`config.mk`:
```
export PLATFORM = sky130hd
export DESIGN_NAME = wtcr_regs
export DESIGN_NICKNAME = d
export VERILOG_FILES = /design/src/design/wtcr_regs.v /design/src/design/wtcr_status_byte.v
export VERILOG_INCLUDE_DIRS = /design/src /design/src/design
export SDC_FILE = /design/constraint.sdc
export NUM_CORES = 1
export LEC_CHECK = 0
export BUFFER_PORTS_ARGS = -buffer_cell sky130_fd_sc_hd__buf_2
export CAP_MARGIN = 30
export CELL_PAD_IN_SITES_DETAIL_PLACEMENT = 1
export CELL_PAD_IN_SITES_GLOBAL_PLACEMENT = 2
export CORE_ASPECT_RATIO = 1.25
export CORE_MARGIN = 3
export CORE_UTILIZATION = 40
export DETAILED_ROUTE_END_ITERATION = 7
export PLACE_DENSITY_LB_ADDON = 0.1
export SYNTH_ARGS = -nofsm -noshare
export SYNTH_HDL_FRONTEND = slang
export SYNTH_SLANG_ARGS = --single-unit
```
`constraint.sdc`:
```
create_clock -name sys_clk -period 4.5 [get_ports sys_clk]
set_input_delay 0.45 -clock sys_clk [delete_from_list [all_inputs] [get_ports sys_clk]]
set_output_delay 0.45 -clock sys_clk [all_outputs]
set_load 0.05 [all_outputs]
```
`src/design/wtcr_defs.vh`:
```
// constants for the wake and timer control register block
`ifndef WTCR_DEFS_VH
`define WTCR_DEFS_VH

// ----------------------------------------------------------------
// frame layout
// ----------------------------------------------------------------
`define WTCR_FRAME_BITS     5'h10
`define WTCR_ADDR_MSB       6
`define WTCR_MODE_BIT       7
`define WTCR_BIT_SAT        5'h11

// ----------------------------------------------------------------
// register offsets
// ----------------------------------------------------------------
`define WTCR_ADDR_LINCTRL   7'h05
`define WTCR_ADDR_WAKEONE   7'h06
`define WTCR_ADDR_WAKESRC   7'h07
`define WTCR_ADDR_WAKEPULL  7'h08
`define WTCR_ADDR_TIMER     7'h0C
`define WTCR_ADDR_SCRATCH   7'h1E
`define WTCR_ADDR_SUPPLY    7'h41
`define WTCR_ADDR_THERMAL   7'h42
`define WTCR_ADDR_DEVICE    7'h43
`define WTCR_STATUS_BASE    7'h40

// ----------------------------------------------------------------
// field positions and writable masks
// ----------------------------------------------------------------
`define WTCR_TIMER_WAKE_BIT 6
`define WTCR_STOP_WD_BIT    2
`define WTCR_WAKE_EN_BIT    0
`define WTCR_MASK_LINCTRL   8'h03
`define WTCR_MASK_WAKEONE   8'h44
`define WTCR_MASK_WAKESRC   8'h01
`define WTCR_MASK_WAKEPULL  8'h03
`define WTCR_MASK_TIMER     8'h07
`define WTCR_CLR_SUPPLY     8'hFD
`define WTCR_CLR_THERMAL    8'h07
`define WTCR_CLR_DEVICE     8'hF3

// ----------------------------------------------------------------
// reset values
// ----------------------------------------------------------------
`define WTCR_RST_LINCTRL    8'h00
`define WTCR_RST_WAKEONE    8'h00
`define WTCR_RST_WAKESRC    8'h01
`define WTCR_RST_WAKEPULL   8'h00
`define WTCR_RST_TIMER      8'h00
`define WTCR_RST_SCRATCH    8'h00

// ----------------------------------------------------------------
// mode codes and timer periods in ms
// ----------------------------------------------------------------
`define WTCR_LIN_NORMAL     2'h3
`define WTCR_LIN_WAKE       2'h1
`define WTCR_WATCHDOG_FAILURE_COUNTER_MAX    2'h2
`define WTCR_PER_0          11'h00A
`define WTCR_PER_1          11'h014
`define WTCR_PER_2          11'h032
`define WTCR_PER_3          11'h064
`define WTCR_PER_4          11'h0C8
`define WTCR_PER_5          11'h3E8
`define WTCR_PER_6          11'h7D0
`define WTCR_PER_RSVD       11'h000

`endif

```
`src/design/wtcr_regs.v`:
```
// serial register bank for wake, timer and transceiver mode control
`timescale 1ns/1ns
`default_nettype none
`include "wtcr_defs.vh"
module wtcr_regs (
  // clock and reset
  input  wire        sys_clk,
  input  wire        reset_n,
  input  wire        softReset,
  // serial link
  input  wire        spiCsN,
  input  wire        spiSck,
  input  wire        spiMosi,
  output reg         spiMiso,
  // device mode
  input  wire        devNormal,
  input  wire        devStop,
  input  wire        devSleep,
  // device side events
  input  wire        hwStopWdUpdate,
  input  wire        hwStopWdValue,
  input  wire        wdFailEvent,
  input  wire        wdTriggerOk,
  input  wire [7:0]  supplyEvent,
  input  wire [7:0]  thermalEvent,
  input  wire [7:0]  deviceEvent,
  // control outputs
  output reg  [1:0]  secondLinMode,
  output reg         timerWakeEnable,
  output reg         stopWatchdogDisable,
  output reg         wakePinEnable,
  output reg  [1:0]  wakePinPullSelect,
  output reg  [2:0]  timerPeriodCode,
  output reg  [10:0] timerPeriodMs,
  output reg         timerPeriodReserved,
  output reg         commandFail,
  output reg  [1:0]  watchdogFailureCounter
);

  // ----------------------------------------------------------------
  // decode helpers
  // ----------------------------------------------------------------
  function isStatusAddr;
    input [6:0] addr;
    begin
      isStatusAddr = (addr == `WTCR_ADDR_SUPPLY) || (addr == `WTCR_ADDR_THERMAL) ||
                     (addr == `WTCR_ADDR_DEVICE);
    end
  endfunction

  function [10:0] periodMs;
    input [2:0] code;
    begin
      case (code)
        3'h0: periodMs = `WTCR_PER_0;
        3'h1: periodMs = `WTCR_PER_1;
        3'h2: periodMs = `WTCR_PER_2;
        3'h3: periodMs = `WTCR_PER_3;
        3'h4: periodMs = `WTCR_PER_4;
        3'h5: periodMs = `WTCR_PER_5;
        3'h6: periodMs = `WTCR_PER_6;
        default: periodMs = `WTCR_PER_RSVD;
      endcase
    end
  endfunction

  // ----------------------------------------------------------------
  // storage
  // ----------------------------------------------------------------
  reg  [7:0]  linCtrl;
  reg  [7:0]  wakeControlOne;
  reg  [7:0]  wakeSourceControl;
  reg  [7:0]  wakePinPullControl;
  reg  [7:0]  periodicTimerControl;
  reg  [7:0]  hostScratchValue;
  reg  [15:0] rxShift;
  reg  [4:0]  bitCount;
  reg  [7:0]  txByte;
  reg  [7:0]  readLatch;
  reg         prevSck;
  reg         prevCs;
  wire [23:0] statusBus;
  wire [7:0]  supplyStatus;
  wire [7:0]  thermalStatus;
  wire [7:0]  deviceStatus;

  // ----------------------------------------------------------------
  // link edges
  // ----------------------------------------------------------------
  wire sckRise = spiSck & ~prevSck & ~spiCsN;
  wire sckFall = ~spiSck & prevSck & ~spiCsN;
  wire csFall  = prevCs & ~spiCsN;
  wire csRise  = ~prevCs & spiCsN;

  always @(posedge sys_clk or negedge reset_n) begin
    if (!reset_n) begin
      prevSck <= 1'b0;
      prevCs  <= 1'b1;
    end else begin
      prevSck <= spiSck;
      prevCs  <= spiCsN;
    end
  end

  // ----------------------------------------------------------------
  // frame commit decode
  // ----------------------------------------------------------------
  wire       frameOk    = csRise && (bitCount == `WTCR_FRAME_BITS);
  wire       frameBad   = csRise && (bitCount != `WTCR_FRAME_BITS);
  wire [6:0] frameAddr  = rxShift[`WTCR_ADDR_MSB:0];
  wire       frameWrite = rxShift[`WTCR_MODE_BIT];
  wire [7:0] frameData  = rxShift[15:8];
  wire       ctrlWrite  = frameOk && frameWrite && !isStatusAddr(frameAddr);
  // status frames never look at the data byte
  wire       statClear  = frameOk && frameWrite && isStatusAddr(frameAddr);
  wire       scratchOk  = devNormal | devStop;

  // ----------------------------------------------------------------
  // read multiplexer
  // ----------------------------------------------------------------
  reg [7:0] readValue;
  always @* begin
    case (frameAddr)
      `WTCR_ADDR_LINCTRL:  readValue = linCtrl;
      `WTCR_ADDR_WAKEONE:  readValue = wakeControlOne;
      `WTCR_ADDR_WAKESRC:  readValue = wakeSourceControl;
      `WTCR_ADDR_WAKEPULL: readValue = wakePinPullControl;
      `WTCR_ADDR_TIMER:    readValue = periodicTimerControl;
      `WTCR_ADDR_SCRATCH:  readValue = hostScratchValue;
      `WTCR_ADDR_SUPPLY:   readValue = supplyStatus;
      `WTCR_ADDR_THERMAL:  readValue = thermalStatus;
      `WTCR_ADDR_DEVICE:   readValue = deviceStatus;
      default:             readValue = 8'h00;
    endcase
  end

  // ----------------------------------------------------------------
  // receive and transmit shifting, least significant bit first
  // ----------------------------------------------------------------
  always @(posedge sys_clk or negedge reset_n) begin
    if (!reset_n) begin
      rxShift   <= 16'h0000;
      bitCount  <= 5'h00;
      txByte    <= 8'h00;
      readLatch <= 8'h00;
      spiMiso   <= 1'b0;
    end else if (csFall) begin
      rxShift   <= 16'h0000;
      bitCount  <= 5'h00;
      txByte    <= deviceStatus;
      spiMiso   <= deviceStatus[0];
    end else if (sckRise) begin
      if (bitCount < `WTCR_FRAME_BITS) begin
        rxShift[bitCount[3:0]] <= spiMosi;
      end
      if (bitCount != `WTCR_BIT_SAT) begin
        bitCount <= bitCount + 5'h01;
      end
    end else if (sckFall) begin
      if (bitCount == 5'h08) begin
        readLatch <= readValue;
        spiMiso   <= readValue[0];
      end else if (bitCount > 5'h08 && bitCount < `WTCR_FRAME_BITS) begin
        spiMiso <= readLatch[bitCount[2:0]];
      end else if (bitCount < 5'h08) begin
        spiMiso <= txByte[bitCount[2:0]];
      end else begin
        spiMiso <= 1'b0;
      end
    end
  end

  // ----------------------------------------------------------------
  // control registers, loaded with their reset values by power-on or soft reset
  // ----------------------------------------------------------------
  always @(posedge sys_clk or negedge reset_n) begin
    if (!reset_n) begin
      linCtrl              <= `WTCR_RST_LINCTRL;
      wakeControlOne       <= `WTCR_RST_WAKEONE;
      wakeSourceControl    <= `WTCR_RST_WAKESRC;
      wakePinPullControl   <= `WTCR_RST_WAKEPULL;
      periodicTimerControl <= `WTCR_RST_TIMER;
    end else if (softReset) begin
      linCtrl              <= `WTCR_RST_LINCTRL;
      wakeControlOne       <= `WTCR_RST_WAKEONE;
      wakeSourceControl    <= `WTCR_RST_WAKESRC;
      wakePinPullControl   <= `WTCR_RST_WAKEPULL;
      periodicTimerControl <= `WTCR_RST_TIMER;
    end else begin
      if (ctrlWrite && frameAddr == `WTCR_ADDR_LINCTRL) begin
        linCtrl <= frameData & `WTCR_MASK_LINCTRL;
      end
      if (hwStopWdUpdate) begin
        wakeControlOne[`WTCR_STOP_WD_BIT] <= hwStopWdValue;
      end else if (ctrlWrite && frameAddr == `WTCR_ADDR_WAKEONE) begin
        wakeControlOne <= frameData & `WTCR_MASK_WAKEONE;
      end
      if (ctrlWrite && frameAddr == `WTCR_ADDR_WAKESRC) begin
        wakeSourceControl <= frameData & `WTCR_MASK_WAKESRC;
      end
      if (ctrlWrite && frameAddr == `WTCR_ADDR_WAKEPULL) begin
        wakePinPullControl <= frameData & `WTCR_MASK_WAKEPULL;
      end
      if (ctrlWrite && frameAddr == `WTCR_ADDR_TIMER) begin
        periodicTimerControl <= frameData & `WTCR_MASK_TIMER;
      end
    end
  end

  // ----------------------------------------------------------------
  // scratch byte: only power-on clears it, only the read multiplexer reads it
  // ----------------------------------------------------------------
  always @(posedge sys_clk or negedge reset_n) begin
    if (!reset_n) begin
      hostScratchValue <= `WTCR_RST_SCRATCH;
    end else if (ctrlWrite && scratchOk && frameAddr == `WTCR_ADDR_SCRATCH) begin
      hostScratchValue <= frameData;
    end
  end

  // ----------------------------------------------------------------
  // status bytes
  // ----------------------------------------------------------------
  wire [23:0] statusSet;
  wire [2:0]  statusClr;
  assign statusSet = {deviceEvent & `WTCR_CLR_DEVICE | {6'h00, frameBad, 1'b0}, thermalEvent, supplyEvent};
  assign statusClr[0] = statClear && frameAddr == `WTCR_ADDR_SUPPLY;
  assign statusClr[1] = statClear && frameAddr == `WTCR_ADDR_THERMAL;
  assign statusClr[2] = statClear && frameAddr == `WTCR_ADDR_DEVICE;

  genvar gi;
  generate
    for (gi = 0; gi < 3; gi = gi + 1) begin : gStatus
      localparam [7:0] MASK = (gi == 0) ? `WTCR_CLR_SUPPLY :
                              (gi == 1) ? `WTCR_CLR_THERMAL : `WTCR_CLR_DEVICE;
      wtcr_status_byte #(
        .CLR_MASK (MASK)
      ) uByte (
        .sys_clk   (sys_clk),
        .reset_n   (reset_n),
        .softReset (softReset),
        .setIn     (statusSet[gi*8 +: 8]),
        .clearByte (statusClr[gi]),
        .status    (statusBus[gi*8 +: 8])
      );
    end
  endgenerate

  // ----------------------------------------------------------------
  // watchdog failure counter, updated only by the device
  // ----------------------------------------------------------------
  reg [1:0] wdFailCount;
  always @(posedge sys_clk or negedge reset_n) begin
    if (!reset_n) begin
      wdFailCount <= 2'h0;
    end else if (softReset) begin
      wdFailCount <= 2'h0;
    end else if (wdFailEvent) begin
      if (wdFailCount != `WTCR_WATCHDOG_FAILURE_COUNTER_MAX) begin
        wdFailCount <= wdFailCount + 2'h1;
      end
    end else if (wdTriggerOk) begin
      wdFailCount <= 2'h0;
    end
  end

  assign supplyStatus  = statusBus[7:0];
  assign thermalStatus = statusBus[15:8];
  assign deviceStatus  = {statusBus[23:20], wdFailCount, statusBus[17:16]};

  // ----------------------------------------------------------------
  // registered outputs
  // ----------------------------------------------------------------
  wire lowPower = devStop | devSleep;

  always @(posedge sys_clk or negedge reset_n) begin
    if (!reset_n) begin
      secondLinMode          <= 2'h0;
      timerWakeEnable        <= 1'b0;
      stopWatchdogDisable    <= 1'b0;
      wakePinEnable          <= 1'b1;
      wakePinPullSelect      <= 2'h0;
      timerPeriodCode        <= 3'h0;
      timerPeriodMs          <= `WTCR_PER_0;
      timerPeriodReserved    <= 1'b0;
      commandFail            <= 1'b0;
      watchdogFailureCounter <= 2'h0;
    end else begin
      // stored field is kept, only the applied mode drops to wake
      if (lowPower && linCtrl[1:0] == `WTCR_LIN_NORMAL) begin
        secondLinMode <= `WTCR_LIN_WAKE;
      end else begin
        secondLinMode <= linCtrl[1:0];
      end
      timerWakeEnable        <= wakeControlOne[`WTCR_TIMER_WAKE_BIT];
      stopWatchdogDisable    <= wakeControlOne[`WTCR_STOP_WD_BIT];
      wakePinEnable          <= wakeSourceControl[`WTCR_WAKE_EN_BIT];
      wakePinPullSelect      <= wakePinPullControl[1:0];
      timerPeriodCode        <= periodicTimerControl[2:0];
      timerPeriodMs          <= periodMs(periodicTimerControl[2:0]);
      timerPeriodReserved    <= (periodicTimerControl[2:0] == 3'h7);
      commandFail            <= deviceStatus[1];
      watchdogFailureCounter <= wdFailCount;
    end
  end

endmodule // wtcr_regs
`default_nettype wire

```
`src/design/wtcr_status_byte.v`:
```
// one status byte with sticky clearable bits
`timescale 1ns/1ns
`default_nettype none
module wtcr_status_byte #(
  parameter [7:0] CLR_MASK = 8'hFF
) (
  // clock and reset
  input  wire       sys_clk,
  input  wire       reset_n,
  input  wire       softReset,
  // events and host clear
  input  wire [7:0] setIn,
  input  wire       clearByte,
  // state
  output reg  [7:0] status
);

  wire [7:0] next_status;

  // set wins over a clear in the same cycle
  assign next_status = clearByte ? (setIn & CLR_MASK) : ((status | setIn) & CLR_MASK);

  always @(posedge sys_clk or negedge reset_n) begin
    if (!reset_n) begin
      status <= 8'h00;
    end else if (softReset) begin
      status <= 8'h00;
    end else begin
      status <= next_status;
    end
  end

endmodule // wtcr_status_byte
`default_nettype wire

```
==> results of run 1 <==
[where the power goes]
group | internal (mW) | total [mW] | switching, mW
registers | 0.928 | 1.00 | 0.0742
clock network | 0.486 | 0.833 | 0.346
logic | 0.0851 | 0.212 | 0.127
total | 1.50 | 2.05 | 0.547
[synthesized netlist by cell type, drive strengths merged, types with 4 or more instances]
cell type | number | area share
buf | 7 | 0.011
ha | 5 | 0.014
nor2 | 46 | 0.038
and2 | 8 | 0.011
o21ai | 14 | 0.015
mux2 | 18 | 0.051
clkbuf | 24 | 0.020
nor2b | 9 | 0.012
a2bb2oi | 5 | 0.0095
nand2b | 5 | 0.0068
nand4 | 5 | 0.0068
inv | 8 | 0.0065
nor4 | 4 | 0.0082
nand3 | 26 | 0.028
dfstp | 5 | 0.029
nand3b | 4 | 0.0065
nand2 | 40 | 0.033
a21oi | 30 | 0.033
mux2i | 22 | 0.048
dfrtp | 94 | 0.51
[layout make-up]
type / instances / share of cell area
multi-input cells: 292 / 0.372
clock buffers: 9 / 0.0431
well taps: 135 / 0.0323
inverters: 8 / 0.00575
clock inverters: 7 / 0.0175
flip-flops and latches: 99 / 0.475
repair buffers: 55 / 0.0541
[through the flow]
stage | cells | util
after floorplan | 430 | -
after global placement | 589 | 0.441
after detailed placement | 589 | 0.441
after CTS | 605 | 0.469
after global routing | 605 | 0.469
final | 605 | 0.469
[worst max-delay path: stages (launching register included)]
cell and delay [ns]:
dfrtp_1 0.81, nor2b_1 0.47, and3_1 0.38, o2111a_1 0.58, mux2_4 0.35
[state kept, by name, indices dropped and copies added, names as in the netlist, 2 cells and up]
name / cells
wakePinPullControl: 2
txByte: 8
hostScratchValue: 8
timerPeriodCode: 3
linCtrl: 2
timerPeriodMs: 9
wakePinPullSelect: 2
rxShift: 16
gStatus.uByte.status: 16
bitCount: 5
wdFailCount: 2
secondLinMode: 2
wakeControlOne: 2
watchdogFailureCounter: 2
periodicTimerControl: 3
readLatch: 8
[worst paths after layout]
path / startpoint / end / slack [ns]
setup reg to reg: rxShift[1]$_DFFE_PN0P_ / hostScratchValue[4]$_DFFE_PN0P_ / 1.79
setup / recovery: rxShift[1]$_DFFE_PN0P_ / hostScratchValue[4]$_DFFE_PN0P_ / 1.79
hold / removal: reset_n / secondLinMode[1]$_DFF_PN0_ / 0.19
min in group sys_clk: spiSck / prevSck$_DFF_PN0_ / 0.25
max in group asynchronous: reset_n / timerPeriodMs[1]$_DFF_PN1_ / 3.34
hold reg to reg: wakeSourceControl[0]$_DFFE_PN1P_ / wakePinEnable$_DFF_PN1_ / 0.38
[per-layer routing]
layer,track usage,vias to the layer above
met4,0.0710,0
met2,0.317,63
met5,0,-
met3,0.0283,17
met1,0.254,1700
li1,-,1573
[layout by cell type (no fill, tap or decap), types with 2 or more instances in the layout]
cell type  netlist  final
dfrtp_1         94     94
buf_2            1     52
nor2_1          46     46
nand2_1         40     40
a21oi_1         30     30
nand3_1         26     26
mux2i_1         22     22
o21ai_0         14     14
mux2_2          10     10
clkbuf_16        0      9
inv_1            8      8
nor2b_1          9      8
mux2_4           8      8
and2_1           7      7
nand2b_1         5      5
nand4_1          5      5
a2bb2oi_1        5      5
ha_1             5      5
dfstp_2          5      5
nand3b_1         4      4
xnor2_1          3      3
a211oi_1         3      3
and3_1           3      3
a32oi_1          3      3
a21o_1           3      3
mux4_2           3      3
clkinv_2         0      3
buf_4            2      3
xor2_1           2      2
nor3_1           2      2
nor4_2           2      2
nor3b_1          2      2
a21boi_0         2      2
a311o_1          2      2
nor4_1           2      2
a32o_1           2      2
a22o_1           2      2
bufinv_16        0      2
[kinds of logic (layout without fill, tap and decap cells)]
group                    after synthesis  after routing
AO/OA/AOI/OAI                         75             75
XOR/XNOR                               5              5
other                                  1              1
multiplexers                          43             43
flip-flops                            99             99
adder cells (fa/ha/maj)                5              5
AND/OR/NAND/NOR                      163            163
buffers and inverters                 39             79
==> insert_results.sql, run 1 <==
INSERT INTO impl_metrics (metric_group, metric, value, unit) VALUES
('timing', 'timing.setup.tns', '0', 'ns'),
('routing', 'dr.max_layer_used', 'met4', ''),
('synth', 'synth.net_count', '472', ''),
('synth', 'asyncSetResetFlopFracSynth', '1.00', ''),
('worst_hold_path', 'min_path_type', 'input port to async pin', ''),
('worst_setup_path', 'worstSetupPathType', 'register to register', ''),
('synth', 'synth_mux_area_frac', '0.113', ''),
('synth', 'synth_top_family_by_area', 'simple AND/OR/NAND/NOR gates', ''),
('routing', 'final_routed_wire_length_divided_by_cell_count', '18.9', 'um'),
('global_routing', 'wire_length_of_the_first_global_routing_pass', '19000', 'um'),
('worst_setup_path', 'cp-start-kind', 'register', ''),
('synth', 'synth_compound_gate_area_share', '0.106', ''),
('die', 'core_area', '11100', 'um2'),
('routing', 'num_vias', '3353', ''),
('layout', 'antenna-diode-count', '0', ''),
('timing', 'max_freq', '369', 'MHz'),
('synth', 'yosys.area_share.simple', '0.180', ''),
('global_routing', 'grt_util_all_layers', '0.192', ''),
('timing', 'max_slew.worst_pin.slew', '0.837', 'ns'),
('layout', 'area.sequential', '2480', 'um2'),
('timing', 'setup_viol', '0', ''),
('routing', 'drt-initial-drc-count', '125', ''),
('layout', 'final_nets', '507', ''),
('worst_setup_path', 'required_arrival_time_at_the_worst_endpoint', '4.73', 'ns'),
('global_routing', 'grt_max_degree', '66', ''),
('clock_network', 'cts.htree.levels', '3', ''),
('clock_network', 'ctsHoldBuffers', '0', ''),
('timing', 'final_period_minus_worst_setup_slack', '2.71', 'ns'),
('placed_design', 'place_worst_setup_slack', '1.77', 'ns'),
('routing', 'route.layer.met1.wl', '5060', 'um'),
('clock_network', 'worst_setup_hold_path_clk_slew', '0.07', 'ns'),
('clock_network', 'cts_tree', 'yes', ''),
('routing', 'initial_drt_pass_iterations', '4', ''),
('global_routing', 'globalRouteOverflowTotal', '0', ''),
('timing', 'rsz0062_at_grt', 'no', ''),
('timing', 'fin_crit_sh', '0.602', ''),
('die', 'die_width', '102', 'um'),
('die', 'floorplan.initialDensity', '0.413', ''),
('clock_network', 'clockRootBuffer', 'clkbuf_16', ''),
('placed_design', 'dp.final_hpwl', '8150', 'um'),
('timing', 'holdWs', '0.190', 'ns'),
('routing', 'met3_length', '361', 'um'),
('power_and_ir_drop', 'leakage', '2.45', 'nW'),
('synth', 'yosysSeqAreaShare', '0.540', ''),
('global_routing', 'grt_pass1_vias', '3562', ''),
('placed_design', 'numPortBuffers', '53', ''),
('synth', 'synth_area_in_xor_xnor', '0.00953', ''),
('layout', 'nFillCells', '1239', ''),
('layout', 'multiInputGateArea', '1940', 'um2'),
('synth', 'synthFlopType', 'dfrtp_1', ''),
('timing', 'fin_skew', '0.00498', 'ns'),
('clock_network', 'worst_skew_pair.late_latency', '0.35', 'ns'),
('synth', 'post_synth_fa_ha_maj_area_fraction', '0.0136', ''),
('timing', 'hold_viol_final', '0', ''),
('routing', 'route.detailed.vias_per_inst', '5.54', ''),
('flow_run', 'drv_cap', '0', ''),
('clock_network', 'cts_buffers', '9', ''),
('placed_design', 'placedInstanceArea', '4910', 'um2'),
('worst_setup_path', 'cp.arrival', '2.94', 'ns'),
('clock_network', 'cts_setup_buffers', '0', ''),
('synth', 'post_synthesis_register_bit_count', '99', ''),
('routing', 'detail_route.drc_violations', '0', ''),
('clock_network', 'post_cts_resize_count', '0', ''),
('die', 'standard_cell_rows', '43', ''),
('timing', 'final_critical_path_setup_slack', '1.79', 'ns'),
('clock_network', 'clock_tree_buf_depth', '2', ''),
('layout', 'layout_cell_share_with_drive_strength_beyond_1', '0.223', ''),
('die', 'io-pin-count', '63', ''),
('synth', 'synth_cell_area', '4600', 'um2'),
('timing', 'max-slew-margin-rel', '0.442', ''),
('status', 'outcome', 'completed', '');
Note: power is estimated with default switching activity, not from simulation.
==> run 2, diff against run 1 <==
--- a/config.mk
+++ b/config.mk
@@ -12,7 +12,7 @@
 export CELL_PAD_IN_SITES_GLOBAL_PLACEMENT = 2
 export CORE_ASPECT_RATIO = 1.25
 export CORE_MARGIN = 3
-export CORE_UTILIZATION = 40
+export CORE_UTILIZATION = 37
 export DETAILED_ROUTE_END_ITERATION = 7
 export PLACE_DENSITY_LB_ADDON = 0.1
 export SYNTH_ARGS = -nofsm -noshare
==> constraint.sdc (replaced) <==
create_clock -name sys_clk -period 2.8 [get_ports sys_clk]
set_input_delay 0.28 -clock sys_clk [delete_from_list [all_inputs] [get_ports sys_clk]]
set_output_delay 0.28 -clock sys_clk [all_outputs]
set_load 0.05 [all_outputs]
==> run 2 against run 1 <==
Maximum frequency up 25%; critical path depth up 1; register-to-register slack worse by 1.2 ns; routed wire length up 2.5%; core utilization down 1.9 points; clock skew up 0.0012 ns; clock power up 58%; count of clock-buffer cells in the layout up 1; non-clock buffer count up 11; sequential power up 55%; cell count up 6.1%; critical endpoint is now gStatus[2].uByte.status[1]$_DFF_PN0_; highest routed layer unchanged.
==> insert_results.sql, run 2 (synthesized netlist as in run 1, its figures left out) <==
INSERT INTO impl_metrics (metric_group, metric, value, unit) VALUES
('status', 'outcome', 'completed', ''),
('power_and_ir_drop', 'power_switching', '0.872', 'mW'),
('clock_network', 'post_cts_resize_count', '0', ''),
('timing', 'rsz0062_at_grt', 'no', ''),
('worst_setup_path', 'critical_path.max_fanout', '6', ''),
('power_and_ir_drop', 'internal_power', '2.44', 'mW'),
('power_and_ir_drop', 'power.density', '618', 'nW/um2'),
('flow_run', 'drv_cap', '0', ''),
('power_and_ir_drop', 'clock_power_share', '0.399', ''),
('placed_design', 'dp.final_hpwl', '8520', 'um'),
('timing', 'max_slew.worst_pin.slew', '0.829', 'ns'),
('worst_setup_path', 'rr_worst_depth', '5', ''),
('timing', 'report.final.slew_viol_count', '0', ''),
('worst_hold_path', 'holdCritStartpoint', 'spiSck', ''),
('power_and_ir_drop', 'leakage', '2.51', 'nW'),
('clock_network', 'cts_buffers', '9', ''),
('placed_design', 'finalWeightedCongestion', '0.769', ''),
('clock_network', 'worst_skew_pair.late_latency', '0.35', 'ns'),
('worst_setup_path', 'worstSetupPathType', 'register to register', ''),
('layout', 'layout_cell_share_with_drive_strength_beyond_1', '0.237', ''),
('timing', 'setup_viol', '0', ''),
('worst_setup_path', 'cp-start-kind', 'register', ''),
('die', 'core_area', '11900', 'um2'),
('worst_setup_path', 'r2r_start', 'bitCount[4]$_DFFE_PN0P_', ''),
('routing', 'dr.max_layer_used', 'met4', ''),
('worst_setup_path', 'cp.arrival', '2.38', 'ns'),
('clock_network', 'cts_tree', 'yes', ''),
('global_routing', 'globalRouteOverflowTotal', '0', ''),
('power_and_ir_drop', 'seqPwrFrac', '0.467', ''),
('timing', 'max-slew-margin-rel', '0.443', ''),
('timing', 'fin_skew', '0.00619', 'ns'),
('clock_network', 'cts_setup_buffers', '0', ''),
('routing', 'wl', '11700', 'um'),
('layout', 'multiInputGateArea', '1940', 'um2'),
('layout', 'largestRegisters', 'gStatus.uByte.status x16, rxShift x16, timerPeriodMs x9', ''),
('layout', 'synthToLayoutAreaGrowth', '16.6', '%'),
('routing', 'route.layer.met1.wl', '5190', 'um'),
('clock_network', 'worst_setup_hold_path_clk_slew', '0.07', 'ns'),
('clock_network', 'clockRootBuffer', 'clkbuf_16', ''),
('global_routing', 'grt_util_all_layers', '0.184', ''),
('layout', 'most-common-layout-cells', 'dfrtp_1 (94), buf_2 (52), nor2_1 (46)', ''),
('worst_setup_path', 'rrSetupSlack', '0.63', 'ns'),
('worst_setup_path', 'required_arrival_time_at_the_worst_endpoint', '3.02', 'ns'),
('clock_network', 'clock_tree_buf_depth', '2', ''),
('routing', 'met3_length', '352', 'um'),
('placed_design', 'numPortBuffers', '53', ''),
('clock_network', 'cts.htree.levels', '3', ''),
('die', 'die_height', '131', 'um'),
('timing', 'fin_crit_sh', '0.773', ''),
('worst_setup_path', 'reg2reg_to', 'gStatus[2].uByte.status[1]$_DFF_PN0_', ''),
('global_routing', 'grt_max_degree', '52', ''),
('die', 'standard_cell_rows', '44', ''),
('die', 'io-pin-count', '63', ''),
('worst_setup_path', 'critPathCaptureType', 'register', ''),
('timing', 'timing.setup.tns', '0', 'ns'),
('power_and_ir_drop', 'total_power', '3.31', 'mW'),
('power_and_ir_drop', 'power_switching_share', '0.263', ''),
('die', 'die_width', '106', 'um'),
('global_routing', 'wire_length_of_the_first_global_routing_pass', '19600', 'um'),
('routing', 'drt-initial-drc-count', '151', ''),
('global_routing', 'grt_pass1_vias', '3685', ''),
('routing', 'route.detailed.vias_per_inst', '5.21', ''),
('timing', 'hold_viol_final', '0', ''),
('routing', 'detail_route.drc_violations', '0', ''),
('timing', 'final_period_minus_worst_setup_slack', '2.17', 'ns'),
('timing', 'max_freq', '462', 'MHz'),
('layout', 'nFillCells', '1361', ''),
('power_and_ir_drop', 'combinational_group_share_of_total_power', '0.134', ''),
('routing', 'amount_of_wire_on_met2_after_detailed_routing', '5980', 'um'),
('routing', 'initial_drt_pass_iterations', '4', ''),
('routing', 'final_routed_wire_length_divided_by_cell_count', '18.2', 'um'),
('power_and_ir_drop', 'irDropWorstVdd', '347', 'uV'),
('worst_hold_path', 'min_path_type', 'input port to register', ''),
('routing', 'num_vias', '3345', ''),
('worst_hold_path', 'hold-path-cell-count', '1', ''),
('layout', 'most_common_cell_after_layout_fill_and_taps_aside', 'dfrtp_1', ''),
('layout', 'final_nets', '518', ''),
('layout', 'area.sequential', '2480', 'um2'),
('die', 'floorplan.die_area', '13800', 'um2'),
('worst_hold_path', 'endpoint_worst_hold', 'prevSck$_DFF_PN0_', ''),
('routing', 'final_antenna_net_count', '0', ''),
('die', 'floorplan.initialDensity', '0.386', ''),
('global_routing', 'antenna_found_initial', '0', ''),
('clock_network', 'numClockSinks', '99', ''),
('layout', 'antenna-diode-count', '0', '');
run 2: worst max-delay path, cell delays in order, from the launching register on:
cell,delay (ns)
dfrtp_1,0.44
or4b_4,0.53
nor4_2,0.43
nand2_1,0.27
a211oi_1,0.30
nor2_1,0.06
run 2: cell type report:
cell class / instances / area share
clock buffers: 10 / 0.0427
clock inverters: 6 / 0.0168
inverters: 8 / 0.00560
multi-input cells: 292 / 0.363
flip-flops and latches: 99 / 0.463
well taps: 161 / 0.0376
repair buffers: 66 / 0.0710
run 2: how the worst max path moves through the flow:
stage,from,end,slack (ns),depth (start not counted)
6_report,bitCount[4]$_DFFE_PN0P_,gStatus[2].uByte.status[1]$_DFF_PN0_,0.63,5
5_1_grt,rxShift[4]$_DFFE_PN0P_,gStatus[0].uByte.status[7]$_DFF_PN0_,0.45,5
4_1_cts,bitCount[4]$_DFFE_PN0P_,gStatus[2].uByte.status[1]$_DFF_PN0_,0.60,5
3_5_place_dp,bitCount[4]$_DFFE_PN0P_,gStatus[2].uByte.status[1]$_DFF_PN0_,0.61,5
3_3_place_gp,bitCount[4]$_DFFE_PN0P_,gStatus[2].uByte.status[1]$_DFF_PN0_,0.64,5
2_1_floorplan,bitCount[0]$_DFFE_PN0P_,hostScratchValue[0]$_DFFE_PN0P_,0.63,6
run 2: power groups by stage:
stage / Combinational (mW) / Sequential [mW] / Clock [mW]
6_report: 0.443 / 1.55 / 1.32
5_1_grt: 0.499 / 1.56 / 1.42
4_1_cts: 0.452 / 1.55 / 1.36
2_1_floorplan: 0.268 / 1.58 / 0
3_5_place_dp: 0.448 / 1.57 / 0
3_3_place_gp: 0.437 / 1.57 / 0
run 2: repair_timing:
action | 4_1_cts | 5_1_grt
hold buffers | 1 | 0
endpoints found under the setup margin | 0 | 0
endpoints found under the hold margin | 45 | 0
run 2: stage by stage:
stage	utilization	area [um2]	hold WS (ns)	cells	setup WS [ns]
5_1_grt	0.451	5360	0.0768	642	0.454
3_5_place_dp	0.423	5030	0.359	625	0.606
2_1_floorplan	-	4600	-0.0156	430	0.633
4_1_cts	0.451	5360	0.0695	642	0.596
6_report	0.451	5360	0.0809	642	0.634
3_3_place_gp	0.423	5030	0.355	625	0.644
run 2: routing by layer:
| layer | global-route usage | vias up |
|---|---|---|
| met2 | 0.324 | 54 |
| met3 | 0.0369 | 13 |
| met5 | 0 | - |
| li1 | - | 1591 |
| met4 | 0.0587 | 0 |
| met1 | 0.230 | 1687 |
==> run 3, diff against run 2 <==
--- a/config.mk
+++ b/config.mk
@@ -6,13 +6,14 @@
 export SDC_FILE = /design/constraint.sdc
 export NUM_CORES = 1
 export LEC_CHECK = 0
+export ABC_AREA = 1
 export BUFFER_PORTS_ARGS = -buffer_cell sky130_fd_sc_hd__buf_2
 export CAP_MARGIN = 30
 export CELL_PAD_IN_SITES_DETAIL_PLACEMENT = 1
 export CELL_PAD_IN_SITES_GLOBAL_PLACEMENT = 2
 export CORE_ASPECT_RATIO = 1.25
 export CORE_MARGIN = 3
-export CORE_UTILIZATION = 37
+export CORE_UTILIZATION = 34
 export DETAILED_ROUTE_END_ITERATION = 7
 export PLACE_DENSITY_LB_ADDON = 0.1
 export SYNTH_ARGS = -nofsm -noshare
==> constraint.sdc (replaced) <==
create_clock -name sys_clk -period 2.15 [get_ports sys_clk]
set_input_delay 0.215 -clock sys_clk [delete_from_list [all_inputs] [get_ports sys_clk]]
set_output_delay 0.215 -clock sys_clk [all_outputs]
set_load 0.05 [all_outputs]
==> run 3 against run 2 <==
First-iteration DRC count is 4.6% lower; cell count is 27% higher; synthesized cell count is 33% higher; cell area is 2.3% higher; non-clock buffer count stayed put; sequential cell count stayed put; power is 37% higher; clock power is 23% higher; sequential power is 33% higher; via count is 17% higher; setup slack worse by 0.34 ns; largest cell class unchanged.
==> insert_results.sql, run 3 <==
INSERT INTO impl_metrics (metric_group, metric, value, unit) VALUES
('worst_setup_path', 'worstSetupPathType', 'input port to register', ''),
('layout', 'layout_cell_share_with_drive_strength_beyond_1', '0.156', ''),
('synth', 'most_common_cell_in_the_synthesized_netlist', 'nand2_1', ''),
('synth', 'synth.net_count', '614', ''),
('routing', 'detail_route.drc_violations', '0', ''),
('routing', 'num_vias', '3930', ''),
('timing', 'max_slew.worst_pin.slew', '0.604', 'ns'),
('worst_setup_path', 'max_stage_delay', '0.52', 'ns'),
('routing', 'wl', '13100', 'um'),
('clock_network', 'worst_setup_hold_path_clk_slew', '0.07', 'ns'),
('clock_network', 'clock_tree_buf_depth', '2', ''),
('worst_setup_path', 'cp_cell_sequence', 'dlygate4sd3_1, buf_2, inv_2, nor2_1, nand2_1, nor2_8, nand2_4, nor2_1, nand2_2, nand2_1, nand2_1', ''),
('timing', 'max-slew-margin-rel', '0.597', ''),
('clock_network', 'worst_skew_pair.late_latency', '0.34', 'ns'),
('worst_setup_path', 'r2r_start', 'rxShift[5]$_DFFE_PN0P_', ''),
('synth', 'synth_top_cells_by_area', 'dfrtp_1 (51%), nand2_1 (15%), nor2_1 (4.9%), nand3_1 (4.5%), inv_1 (4.4%)', ''),
('routing', 'final_routed_wire_length_divided_by_cell_count', '16.1', 'um'),
('placed_design', 'finalWeightedCongestion', '0.822', ''),
('global_routing', 'wire_length_of_the_first_global_routing_pass', '21300', 'um'),
('worst_setup_path', 'critical_path_buf_inv_count', '3', ''),
('worst_setup_path', 'timing.critical_path.from', 'spiCsN', ''),
('power_and_ir_drop', 'total_power', '4.54', 'mW'),
('clock_network', 'cts.htree.levels', '3', ''),
('clock_network', 'numClockSinks', '99', ''),
('synth', 'synthesis.instances', '572', ''),
('die', 'io-pin-count', '63', ''),
('worst_setup_path', 'critPathMostFrequentCell', 'nand2_1', ''),
('global_routing', 'grt_max_degree', '44', ''),
('synth', 'synth_largest_type_area_fraction', '0.508', ''),
('die', 'core_area', '13300', 'um2'),
('worst_hold_path', 'holdCritStartpoint', 'supplyEvent[0]', ''),
('worst_setup_path', 'cp.arrival', '2.09', 'ns'),
('die', 'floorplan.die_area', '15100', 'um2'),
('timing', 'rsz0062_at_grt', 'no', ''),
('global_routing', 'antenna_found_initial', '0', ''),
('layout', 'antenna-diode-count', '0', ''),
('worst_setup_path', 'rrSetupSlack', '0.41', 'ns'),
('timing', 'timing.setup.tns', '0', 'ns'),
('worst_setup_path', 'required_arrival_time_at_the_worst_endpoint', '2.38', 'ns'),
('layout', 'synthToLayoutAreaGrowth', '18.5', '%'),
('clock_network', 'cts_setup_buffers', '0', ''),
('layout', 'most_common_cell_after_layout_fill_and_taps_aside', 'nand2_1', ''),
('synth', 'synthFlopType', 'dfrtp_1', ''),
('power_and_ir_drop', 'irDropWorstVdd', '401', 'uV'),
('layout', 'largestRegisters', 'gStatus.uByte.status x16, rxShift x16, timerPeriodMs x9', ''),
('synth', 'post_synthesis_register_bit_count', '99', ''),
('global_routing', 'grt_util_all_layers', '0.187', ''),
('routing', 'route.detailed.vias_per_inst', '4.83', ''),
('clock_network', 'cts_tree', 'yes', ''),
('timing', 'setup_viol', '0', ''),
('layout', 'final_nets', '679', ''),
('synth', 'synth_common_cells', 'nand2_1 (191), dfrtp_1 (94), nor2_1 (61), inv_1 (54), nand3_1 (42)', ''),
('power_and_ir_drop', 'power.density', '828', 'nW/um2'),
('status', 'outcome', 'completed', ''),
('placed_design', 'numPortBuffers', '53', ''),
('layout', 'most-common-layout-cells', 'nand2_1 (191), dfrtp_1 (94), nor2_1 (61)', ''),
('die', 'standard_cell_rows', '47', ''),
('power_and_ir_drop', 'leakage', '2.81', 'nW'),
('layout', 'final_design_area_no_fill', '5480', 'um2'),
('placed_design', 'placedInstanceArea', '5150', 'um2'),
('timing', 'hold_viol_final', '0', ''),
('synth', 'synth_area_per_inst', '8.09', 'um2'),
('timing', 'fin_skew', '0.00988', 'ns'),
('routing', 'final_antenna_net_count', '0', ''),
('placed_design', 'dp.final_hpwl', '10300', 'um'),
('synth', 'synth_enable_flop_cells', '0', ''),
('global_routing', 'globalRouteOverflowTotal', '0', ''),
('worst_setup_path', 'cp-start-kind', 'input port', ''),
('routing', 'initial_drt_pass_iterations', '4', ''),
('worst_hold_path', 'min_path_type', 'input port to register', ''),
('flow_run', 'drv_cap', '0', ''),
('routing', 'drt-initial-drc-count', '144', ''),
('worst_setup_path', 'critPathCaptureType', 'register', ''),
('synth', 'synth_largest_area_cell', 'dfrtp_1', ''),
('worst_setup_path', 'path_delay_family', 'simple AND/OR/NAND/NOR gates', ''),
('synth', 'asyncSetResetFlopFracSynth', '1.00', ''),
('synth', 'ys.warnings.count', '0', ''),
('clock_network', 'clockRootBuffer', 'clkbuf_16', ''),
('timing', 'holdWs', '0.0910', 'ns'),
('die', 'floorplan.initialDensity', '0.348', ''),
('synth', 'yosys.cell_types.count', '37', ''),
('timing', 'final_period_minus_worst_setup_slack', '1.86', 'ns'),
('timing', 'report.final.slew_viol_count', '0', ''),
('timing', 'max_freq', '538', 'MHz'),
('synth', 'yosysSeqAreaShare', '0.537', ''),
('die', 'die_width', '110', 'um'),
('die', 'die_height', '136', 'um'),
('clock_network', 'cts_buffers', '9', ''),
('worst_setup_path', 'critical_path.max_fanout', '8', ''),
('synth', 'synth_cell_area', '4630', 'um2'),
('global_routing', 'grt_pass1_vias', '4131', ''),
('worst_setup_path', 'timing.critical_path.slowest_stage_cell', 'dlygate4sd3_1', ''),
('timing', 'fin_crit_sh', '0.865', '');
-- run 3: cell count changes in the layout (fill, tap and decap cells not counted), sizes merged, moves of 7 or more --
cell | previous run | this run
inv | 8 | 61
nor2b | 9 | 0
nor2 | 46 | 66
nor3 | 3 | 12
a21oi | 30 | 20
nand3 | 26 | 42
o21ai | 14 | 31
and2 | 8 | 0
mux2 | 18 | 0
mux2i | 22 | 0
nand2 | 40 | 193
o22ai | 1 | 8
-- run 3: cell families (layout without fill, tap and decap cells) --
kind of cell               after synthesis  in the layout  share of synthesized area
AOI/OAI and AO/OA                       67             67                     0.0792
xor gates and xnor gates                 1              1                    0.00189
adders and majority gates                5              5                     0.0135
buffers and inverters                   72            142                     0.0606
DFF                                     99             99                      0.537
other                                    1              1                   0.000810
and+or+nand+nor                        327            327                      0.307
-- run 3: worst register-to-register path: stages, from the launching register on --
cell and delay (ns):
dfrtp_1 0.38, inv_1 0.12, nand2_1 0.08, nor2_2 0.28, o211ai_1 0.24, nand2_4 0.18
nor2_1 0.07, nand2_2 0.16, nand2_1 0.09, nand2_1 0.08
-- run 3: worst paths after layout --
kind / end / cells after the start
max: hostScratchValue[0]$_DFFE_PN0P_ / 11
min: gStatus[0].uByte.status[0]$_DFF_PN0_ / 3
max reg2reg: hostScratchValue[0]$_DFFE_PN0P_ / 9
min reg2reg: wakePinEnable$_DFF_PN1_ / 0
max in group asynchronous: timerPeriodMs[1]$_DFF_PN1_ / 3
min in group asynchronous: wakePinPullSelect[1]$_DFF_PN0_ / 2
-- run 3: repair_timing --
item	CTS	global route
hold buffers	3	0
resized for setup	0	0
endpoints found under the hold margin	40	0
-- run 3: layout make-up --
cell class / count / area, um2
Multi-Input combinational cell: 401 / 1860
Inverter: 60 / 225
Clock buffer: 10 / 229
Tap cell: 171 / 214
Sequential cell: 99 / 2480
Timing Repair Buffer: 66 / 398
Fill cell: 1649 / 7810
Clock inverter: 6 / 71.3
-- run 3: where the power goes --
part           leakage, nW  internal [mW]  switching (mW)  total [mW]
sequential            1.32           1.97          0.0962        2.06
clock                0.145          0.915           0.719        1.63
combinational         1.35          0.259           0.587       0.846
-- run 3: routing by layer --
metal	up-vias	wire length, um	track usage
met3	23	279	0.0252
met1	1909	5480	0.218
met2	52	6950	0.338
met5	-	0	0
li1	1946	-	-
met4	0	376	0.0780
-- run 3: stage by stage --
step           setup slack [ns]  utilization  cells
3_3_place_gp              0.451        0.388    794
3_5_place_dp              0.396        0.388    794
2_1_floorplan             0.368            -    572
6_report                  0.290        0.413    813
4_1_cts                   0.272        0.413    813
5_1_grt                   0.153        0.413    813
